$ cat src/pcsr_pkg.sv
// Purpose : Shared constants and carrier types for the config status and ID registers
// Assumes : Byte offsets within a function's configuration header, dword accesses with byte enables
// Notes   : Every offset, field position, reset value and fixed value lives here only
package pcsr_pkg;

  // ---------------------------------------------------------------
  // Register offsets (byte addresses in configuration space)
  // ---------------------------------------------------------------
  localparam logic [7:0]  PCSR_CMD_STATUS_OFS  = 8'h04; // Dword holding command (low) and status (high)
  localparam logic [7:0]  PCSR_STATUS_OFS      = 8'h06; // Status register, byte lanes 2 and 3
  localparam logic [7:0]  PCSR_REVISION_OFS    = 8'h08; // Silicon revision, byte lane 0
  localparam logic [7:0]  PCSR_CLASS_OFS       = 8'h09; // Class code, byte lanes 1 to 3
  localparam logic [7:0]  PCSR_CACHE_LINE_OFS  = 8'h0c; // Cache line size, byte lane 0

  // ---------------------------------------------------------------
  // Status field positions
  // ---------------------------------------------------------------
  localparam int          PCSR_PARITY_DET_BIT   = 15; // parity_error_detected
  localparam int          PCSR_SYSTEM_ERR_BIT   = 14; // system_error_signalled
  localparam int          PCSR_MASTER_ABORT_BIT = 13; // master_abort_received
  localparam int          PCSR_TGT_ABORT_RX_BIT = 12; // target_abort_received
  localparam int          PCSR_TGT_ABORT_TX_BIT = 11; // target_abort_signalled
  localparam int          PCSR_DEVSEL_LO_BIT    = 9;  // Low bit of the two-bit timing field
  localparam int          PCSR_MASTER_DPE_BIT   = 8;  // master_data_parity_error
  localparam int          PCSR_FBB_BIT          = 7;  // fast_b2b_capable
  localparam int          PCSR_USER_FEAT_BIT    = 6;  // user_feature_support
  localparam int          PCSR_DBL_SPEED_BIT    = 5;  // double_speed_capable
  localparam int          PCSR_CAP_LIST_BIT     = 4;  // capability_list_present

  // ---------------------------------------------------------------
  // Fixed and reset values
  // ---------------------------------------------------------------
  localparam logic [1:0]  PCSR_DEVSEL_MEDIUM   = 2'h1;      // Medium claim timing
  localparam logic [15:0] PCSR_STATUS_FIXED    = 16'h0210;  // Hardwired bits, also the reset value
  localparam logic [15:0] PCSR_STATUS_CLEARABLE = 16'hf900; // Bits that record events
  localparam logic        PCSR_FLAG_RESET      = 1'b0;      // Event flags start clear
  localparam logic [7:0]  PCSR_REVISION        = 8'h3c;     // Arbitrary value, not a real part's
  localparam logic [23:0] PCSR_CLASS_CODE      = 24'h060700; // Bridge, CardBus bridge, interface 00
  localparam logic [7:0]  PCSR_CACHE_LINE_RESET = 8'h00;    // Cache line size after reset

  // ---------------------------------------------------------------
  // Carrier types
  // ---------------------------------------------------------------
  // Configuration access from the bus interface
  typedef struct packed {
    logic        wr;    // One-cycle write strobe
    logic        rd;    // One-cycle read strobe
    logic [7:0]  addr;  // Byte address, low two bits ignored
    logic [3:0]  be;    // Byte enables, high active
    logic [31:0] wdata; // Write data
  } pcsr_cfg_req_t;

  // Raw bus happenings reported by the bus interface, one-cycle pulses
  typedef struct packed {
    logic addr_par;     // Address parity error seen
    logic data_par;     // Data parity error seen
    logic perr_seen;    // PERR observed on the bus, from any agent
    logic master_phase; // This function is master for the current data phase
    logic master_abort; // Own cycle ended by master abort
    logic tabt_rx;      // Own cycle ended by a target abort
    logic tabt_tx;      // This function ended a cycle with a target abort
  } pcsr_bus_evt_t;

  // Qualified events that set the status flags
  typedef struct packed {
    logic parity_det;
    logic system_err;
    logic master_abort;
    logic tabt_rx;
    logic tabt_tx;
    logic data_par;
  } pcsr_evt_t;

  // Dword index of a byte offset
  function automatic logic [5:0] pcsr_dword(input logic [7:0] ofs);
    return ofs[7:2];
  endfunction

  // Byte enables widened to a 32-bit mask
  function automatic logic [31:0] pcsr_lane_mask(input logic [3:0] be);
    return {{8{be[3]}}, {8{be[2]}}, {8{be[1]}}, {8{be[0]}}};
  endfunction

endpackage

$ cat src/pcsr_config_regs.sv
// Purpose : Status, revision, class code and cache line size of a function's config header
// Assumes : Config reads and writes arrive as one-cycle strobes from the bus interface
// Notes   : Command register lives elsewhere; its enables arrive here as plain inputs
//
// Behaviour
// - Any detected parity error sets bit 15
// - Signalling SERR while enabled sets bit 14
// - Own cycle master aborted sets bit 13
// - Own cycle target aborted sets bit 12
// - Signalling a target abort sets bit 11
// - Bits 10:9 read 01, medium claim timing
// - Bit 8 needs PERR, mastership, parity enable
// - Writing one clears a flag, zero keeps
// - Parity response enable gates parity reaction
// - Address parity SERR needs both enables
// - Bit 7 reads zero, no fast back-to-back
// - Bit 6 reads zero, no user features
// - Bit 5 reads zero, not double speed
// - Bit 4 reads one, capability list present
// - Bits 3:0 read zero
// - Read-only 8-bit revision at 08h
// - Read-only class code 060700h at 09h
// - Cache line size read/write, resets 00h
`timescale 1ns/10ps
module pcsr_config_regs
  import pcsr_pkg::*;
(
  // Clock and reset
  input  wire logic          i_clk,
  input  wire logic          i_rst,
  // Configuration access
  input  wire pcsr_cfg_req_t i_cfg,
  output logic [31:0]        o_cfg_rdata,
  output logic               o_cfg_ack,
  // Bus happenings and command enables
  input  wire pcsr_bus_evt_t i_bus,
  input  wire logic          i_parity_response_enable,
  input  wire logic          i_system_error_enable,
  // Bus-side outputs
  output logic               o_serr_drive,
  output logic               o_perr_drive,
  output logic [1:0]         o_devsel_timing,
  output logic [7:0]         o_cache_line_size
);

  // ---------------------------------------------------------------
  // Declarations
  // ---------------------------------------------------------------
  pcsr_evt_t   evt;          // Qualified events, registered
  logic [15:0] set_vec;      // Events placed at their status positions
  logic [15:0] clr_vec;      // Ones written to the status halfword
  logic [15:0] status_w;     // Status as read
  logic [31:0] lane_mask;    // Byte enables as a bit mask
  logic [5:0]  dword;        // Dword being addressed
  logic        wr_status;    // Write hits the status dword
  logic        wr_cache;     // Write hits the cache line dword
  logic [7:0]  cls_q;        // Cache line size
  logic [7:0]  cls_d;
  logic [31:0] rdata_q;      // Read data held for the bus
  logic [31:0] rdata_d;
  logic        ack_q;        // Read or write acknowledge
  logic        ack_d;
  logic [1:0]  devsel_q;     // Claim timing reported to the bus interface
  logic [1:0]  devsel_d;

  // ---------------------------------------------------------------
  // Error qualification
  // ---------------------------------------------------------------
  // Qualifying here keeps the enable gating in one place for pins and flags
  pcsr_err_respond u_err (
    .i_clk                    (i_clk),
    .i_rst                    (i_rst),
    .i_bus                    (i_bus),
    .i_parity_response_enable (i_parity_response_enable),
    .i_system_error_enable    (i_system_error_enable),
    .o_evt                    (evt),
    .o_serr_drive             (o_serr_drive),
    .o_perr_drive             (o_perr_drive)
  );

  // ---------------------------------------------------------------
  // Write decode
  // ---------------------------------------------------------------
  // Place events and clears at their bit positions
  always_comb begin
    lane_mask = pcsr_lane_mask(i_cfg.be);
    dword     = i_cfg.addr[7:2];
    wr_status = i_cfg.wr && (dword == pcsr_dword(PCSR_STATUS_OFS));
    wr_cache  = i_cfg.wr && (dword == pcsr_dword(PCSR_CACHE_LINE_OFS));
    set_vec   = '0;
    set_vec[PCSR_PARITY_DET_BIT]   = evt.parity_det;
    set_vec[PCSR_SYSTEM_ERR_BIT]   = evt.system_err;
    set_vec[PCSR_MASTER_ABORT_BIT] = evt.master_abort;
    set_vec[PCSR_TGT_ABORT_RX_BIT] = evt.tabt_rx;
    set_vec[PCSR_TGT_ABORT_TX_BIT] = evt.tabt_tx;
    set_vec[PCSR_MASTER_DPE_BIT]   = evt.data_par;
    // Status sits in the upper halfword; disabled lanes clear nothing
    clr_vec   = '0;
    if (wr_status) begin
      clr_vec = i_cfg.wdata[31:16] & lane_mask[31:16] & PCSR_STATUS_CLEARABLE;
    end
  end

  // ---------------------------------------------------------------
  // Status bits
  // ---------------------------------------------------------------
  // Clearable bits get a flag each; the rest are tied to their fixed values
  for (genvar g = 0; g < 16; g++) begin : g_status
    if (PCSR_STATUS_CLEARABLE[g]) begin : g_flag
      pcsr_sticky_bit u_flag (
        .i_clk  (i_clk),
        .i_rst  (i_rst),
        .i_set  (set_vec[g]),
        .i_clr  (clr_vec[g]),
        .o_flag (status_w[g])
      );
    end else begin : g_fixed
      // Hardwired, writes cannot reach these
      assign status_w[g] = PCSR_STATUS_FIXED[g];
    end
  end

  // ---------------------------------------------------------------
  // Cache line size, read data, claim timing
  // ---------------------------------------------------------------
  // Next values for the registers of this block
  always_comb begin
    cls_d = cls_q;
    if (wr_cache && i_cfg.be[0]) begin
      cls_d = i_cfg.wdata[7:0];
    end
    ack_d    = i_cfg.wr | i_cfg.rd;
    rdata_d  = rdata_q;
    devsel_d = status_w[PCSR_DEVSEL_LO_BIT +: 2];
    if (i_cfg.rd) begin
      if (dword == pcsr_dword(PCSR_CMD_STATUS_OFS)) begin
        // Command halfword is served by its own block, reads zero here
        rdata_d = {status_w, 16'h0000};
      end else if (dword == pcsr_dword(PCSR_REVISION_OFS)) begin
        // Both fields are constants, so writes here are dropped
        rdata_d = {PCSR_CLASS_CODE, PCSR_REVISION};
      end else if (dword == pcsr_dword(PCSR_CACHE_LINE_OFS)) begin
        // Neighbouring bytes of this dword belong to other blocks
        rdata_d = {24'h000000, cls_q};
      end else begin
        // Unmapped dwords read zero
        rdata_d = 32'h00000000;
      end
    end
  end

  // Registers
  always_ff @(posedge i_clk) begin
    if (i_rst) begin
      cls_q    <= PCSR_CACHE_LINE_RESET;
      rdata_q  <= 32'h00000000;
      ack_q    <= 1'b0;
      devsel_q <= PCSR_DEVSEL_MEDIUM;
    end else begin
      cls_q    <= cls_d;
      rdata_q  <= rdata_d;
      ack_q    <= ack_d;
      devsel_q <= devsel_d;
    end
  end

  assign o_cfg_rdata       = rdata_q;
  assign o_cfg_ack         = ack_q;
  assign o_devsel_timing   = devsel_q;
  assign o_cache_line_size = cls_q;
endmodule

$ cat src/pcsr_err_respond.sv
// Purpose : Qualify raw bus happenings into status events and error pin requests
// Assumes : Bus happenings arrive as single-cycle pulses from the bus interface
// Notes   : All outputs are registered, one cycle behind their cause
`timescale 1ns/10ps
module pcsr_err_respond
  import pcsr_pkg::*;
(
  // Clock and reset
  input  wire logic          i_clk,
  input  wire logic          i_rst,
  // Bus happenings and command enables
  input  wire pcsr_bus_evt_t i_bus,
  input  wire logic          i_parity_response_enable,
  input  wire logic          i_system_error_enable,
  // Qualified results
  output pcsr_evt_t          o_evt,
  output logic               o_serr_drive,
  output logic               o_perr_drive
);

  pcsr_evt_t evt_q;
  pcsr_evt_t evt_d;
  logic      serr_q;
  logic      serr_d;
  logic      perr_q;
  logic      perr_d;

  // Qualification of each happening
  always_comb begin
    // Address parity goes out on SERR only with both enables set
    serr_d            = i_bus.addr_par & i_system_error_enable & i_parity_response_enable;
    // Data parity is answered on PERR only when parity response is on
    perr_d            = i_bus.data_par & i_parity_response_enable;
    evt_d.parity_det  = i_bus.addr_par | i_bus.data_par;
    evt_d.system_err  = serr_d;
    evt_d.master_abort = i_bus.master_abort;
    evt_d.tabt_rx     = i_bus.tabt_rx;
    evt_d.tabt_tx     = i_bus.tabt_tx;
    // All three conditions must meet in the same data phase
    evt_d.data_par    = i_bus.perr_seen & i_bus.master_phase & i_parity_response_enable;
  end

  // Result registers
  always_ff @(posedge i_clk) begin
    if (i_rst) begin
      evt_q  <= '0;
      serr_q <= 1'b0;
      perr_q <= 1'b0;
    end else begin
      evt_q  <= evt_d;
      serr_q <= serr_d;
      perr_q <= perr_d;
    end
  end

  assign o_evt        = evt_q;
  assign o_serr_drive = serr_q;
  assign o_perr_drive = perr_q;

endmodule

$ cat src/pcsr_sticky_bit.sv
// Purpose : One write-one-to-clear event flag
// Assumes : Set and clear are single-cycle strobes in the bus clock domain
// Notes   : A set in the clearing cycle wins, so no event is lost
`timescale 1ns/10ps
module pcsr_sticky_bit
  import pcsr_pkg::*;
(
  // Clock and reset
  input  wire logic i_clk,
  input  wire logic i_rst,
  // Event and clear strobes
  input  wire logic i_set,
  input  wire logic i_clr,
  // Recorded flag
  output logic      o_flag
);

  logic flag_q; // Recorded event
  logic flag_d; // Next value

  // Clear first, then let a new event override it
  always_comb begin
    flag_d = flag_q;
    if (i_clr) begin
      flag_d = 1'b0;
    end
    if (i_set) begin
      flag_d = 1'b1;
    end
  end

  // Flag register
  always_ff @(posedge i_clk) begin
    if (i_rst) begin
      flag_q <= PCSR_FLAG_RESET;
    end else begin
      flag_q <= flag_d;
    end
  end

  assign o_flag = flag_q;

endmodule
$ cat config.mk
export PLATFORM = sky130hd
export DESIGN_NAME = pcsr_config_regs
export DESIGN_NICKNAME = d
export VERILOG_FILES = /design/src/pcsr_pkg.sv /design/src/pcsr_config_regs.sv /design/src/pcsr_err_respond.sv /design/src/pcsr_sticky_bit.sv
export SDC_FILE = /design/constraint.sdc
export NUM_CORES = 1
export LEC_CHECK = 0
export ABC_CLOCK_PERIOD_IN_PS = 3500
export BUFFER_PORTS_ARGS = -buffer_cell sky130_fd_sc_hd__buf_2
export CAP_MARGIN = 20
export CORE_AREA = 2 2 79 81
export CTS_CLUSTER_DIAMETER = 200
export DETAILED_ROUTE_END_ITERATION = 8
export DIE_AREA = 0 0 81 83
export PLACE_DENSITY = 0.68
export RECOVER_POWER = 100
export SLEW_MARGIN = 20
export SYNTH_ARGS = -nofsm -noshare
export SYNTH_HDL_FRONTEND = slang
export SYNTH_SLANG_ARGS = --single-unit
$ cat constraint.sdc
create_clock -name i_clk -period 3.5 [get_ports i_clk]
set_clock_uncertainty 0.15 [all_clocks]
set_input_delay 0.35 -clock i_clk [delete_from_list [all_inputs] [get_ports i_clk]]
set_output_delay 0.35 -clock i_clk [all_outputs]
set_load 0.02 [all_outputs]
==> flow_metrics.tcl <==
set metrics [dict create \
    status "complete, but fails checks" \
    violations "max-capacitance violations, max-slew violations" \
    netlist-cell-type-count 26 \
    wl_per_cell_microns 11.64 \
    ctsResizeCount 0 \
    final-hold-violation-count 0 \
    postSynthAreaPerCell_sq_um 9.477 \
    grt_overflow 0 \
    diodes 0 \
    grt_setup_unrepaired "false" \
    ir_worst_vdd_mv 0.2229 \
    insertion_delay_ps 280 \
    clk_pin_slew_worst_paths_ps 80 \
    place_congestion 0.6449 \
    cp_max_fo 56 \
    tritoncts "built" \
    post-route-period-util 0.6629 \
    crit_slowest_cell "clkbuf_1" \
    die_x_microns 81 \
    tns_ps 0 \
    root_buffer "clkbuf_8" \
    final_nets 294 \
    syn_inst 181 \
    hold_buffers 0 \
    cts_max_path_buffers 2 \
    setup_violations 0 \
    final_core_util 0.3614 \
    cts_buffers 5 \
    area_growth_pct 22.54 \
    final_antenna_net_count 0 \
    pin_count 102 \
    syn_area_sq_um 1715 \
    drt_pass1_iterations 4 \
    antenna_found_initial 0 \
    die_area_sq_um 6723 \
    p_leak_nw 0.7864 \
    dpl_cell_area_sq_um 2006 \
    nFillCells 634 \
    worstPathCellList "clkbuf_1, nand2b_1, o32ai_1" \
    drive_above_1_share 0.2269 \
    p_per_area_nw_per_um2 466.7 \
    grt_pass1_wl_microns 5989 \
    max_freq_mhz 431.0 \
    synth-seq-cells 39 \
    post-dp-hpwl_microns 2521 \
    arrival_ps 2250 \
    die_h_microns 83 \
    routed_wl_microns 3643 \
    viasPerCell 4.476 \
    grt_pass1_vias 1270 \
    h-tree-depth 2 \
    post-cts-setup-buffer-count 0 \
    cp_num_buf_inv 1 \
    synth_edf_count 0 \
    cts_sinks 39 \
    hold_class "in2reg" \
    grt_max_degree 57 \
    crit_type "in2reg" \
    worstSetupStartpointType "primary input" \
    max-cap-violations 1 \
    initial_utilization 0.2950 \
    post-route-min-period_ps 2320 \
    track_usage 0.1108 \
    drt_iter0_markers 25 \
    std_cell_rows 28 \
    slew_violations 57 \
    critPathRequiredTime_ps 3430 \
    port_buffers 65 \
    yosysWarnings 0 \
    fin_area_sq_um 2102 \
    drc 0 \
    ys_async_sr_fraction 0 \
    synthFlopType "dfxtp_1" \
    max_stage_delay_ps 1420 \
    core_sq_um 5816 \
    worst_pin_slew_ps 2026 \
    crit_path_end_kind "flop" \
    seq_area_frac_synth 0.4551 \
    relSlewSlack -0.3506 \
    vias 1401 \
    cp_top_family "buffers and inverters" \
    total_power_mw 0.9809 \
]
## worst reg2reg max path: stages, from the launching register on
cell and delay, ps:
dfxtp_1 330, or3b_2 440, o31ai_1 80
## cell usage after synthesis, types with 2 or more instances
library cell  number  area [sq um]
a311oi_1           7         61.31
and2_1             2         12.51
and3_1             2         12.51
buf_4             18         135.1
clkbuf_1           9         33.78
conb_1             2         7.510
dfxtp_1           39         780.8
inv_1              6         22.52
mux2i_1            8         80.08
nand2_1           12         45.04
nand2b_1          23         143.9
nor2_1            11         41.29
nor2b_1            8         50.05
o31ai_1           10         75.07
o32ai_1            4         35.03
or3b_2            10         87.58
## logic make-up after synthesis
group / count (synthesis) / share of synthesized area
AOI/OAI and AO/OA: 23 / 0.1065
buffers and inverters: 34 / 0.1145
DFF: 39 / 0.4551
muxes: 8 / 0.04668
other: 2 / 0.004378
and+or+nand+nor: 75 / 0.2728
## placed cells by master (no fill, tap or decap)
cell,netlist,final
dfxtp_1,39,39
buf_2,1,33
clkbuf_1,9,32
nand2b_1,23,23
conb_1,2,14
nand2_1,12,12
nor2_1,11,11
or3b_2,10,10
o31ai_1,10,10
mux2i_1,8,8
nor2b_1,8,8
a311oi_1,7,7
inv_1,6,6
clkbuf_8,0,5
o32ai_1,4,4
and2_1,2,2
and3_1,2,2
bufinv_16,0,2
nor4_4,1,1
and4bb_2,1,1
and4_1,1,1
nand3b_2,1,1
nand4b_1,1,1
a21oi_1,1,1
nand3b_1,1,1
o22ai_1,1,1
nand3_1,1,1
clkinvlp_4,0,1
## worst paths after layout
check                                                               startpoint                                              to  slack [ps]  cells after the start
worst max-delay path                                                     i_rst                     o_cfg_rdata[5]$_SDFFE_PP0P_        1180                      3
worst min-delay path                                                 i_cfg[31]  g_status[15].g_flag.u_flag.o_flag$_SDFFE_PP0P_         110                      2
worst max register to register                     o_cfg_rdata[6]$_SDFFE_PP0P_                     o_cfg_rdata[6]$_SDFFE_PP0P_        2410                      2
worst min register to register  g_status[13].g_flag.u_flag.o_flag$_SDFFE_PP0P_                    o_cfg_rdata[29]$_SDFFE_PP0P_         310                      2
## flip-flops by register name, summed over array words and instances (netlist names)
register,cells
g_status.g_flag.u_flag.o_flag,6
o_cache_line_size,8
o_cfg_ack,1
o_cfg_rdata,17
u_err.o_evt,6
u_err.o_perr_drive,1
## stage by stage
| step | instances | setup slack [ps] | hold WS [ps] |
|---|---|---|---|
| final | 313 | 1180 | 105.4 |
| after global routing | 313 | 878.6 | 92.72 |
| after CTS | 313 | 1810 | 91.97 |
| after detailed placement | 305 | 1496 | 306.9 |
| after global placement | 305 | 1578 | 297.1 |
| after floorplan | 193 | 2049 | 291.9 |
## per-layer routing
metal	vias to the layer above	global-route usage	wire, microns
met1	640	0.1410	1663
met5	-	0	0
met2	57	0.1796	1626
met3	7	0.03261	306
met4	0	0.03236	46
li1	697	-	-
## report_power, final
| part | internal, mW | switching [mW] |
|---|---|---|
| clock | 0.284 | 0.160 |
| sequential | 0.453 | 0.00425 |
| combinational | 0.0304 | 0.0491 |
## layout make-up
type,instances,area (sq um),share of cell area
clock inverters,3,67.56,0.03214
multi-input cells,120,783.3,0.3726
inverters,6,22.52,0.01071
clock buffers,5,68.82,0.03274
well taps,75,93.84,0.04464
repair buffers,65,285.3,0.1357
flip-flops and latches,39,780.7,0.3714
Note: power is estimated with default switching activity, not from simulation.
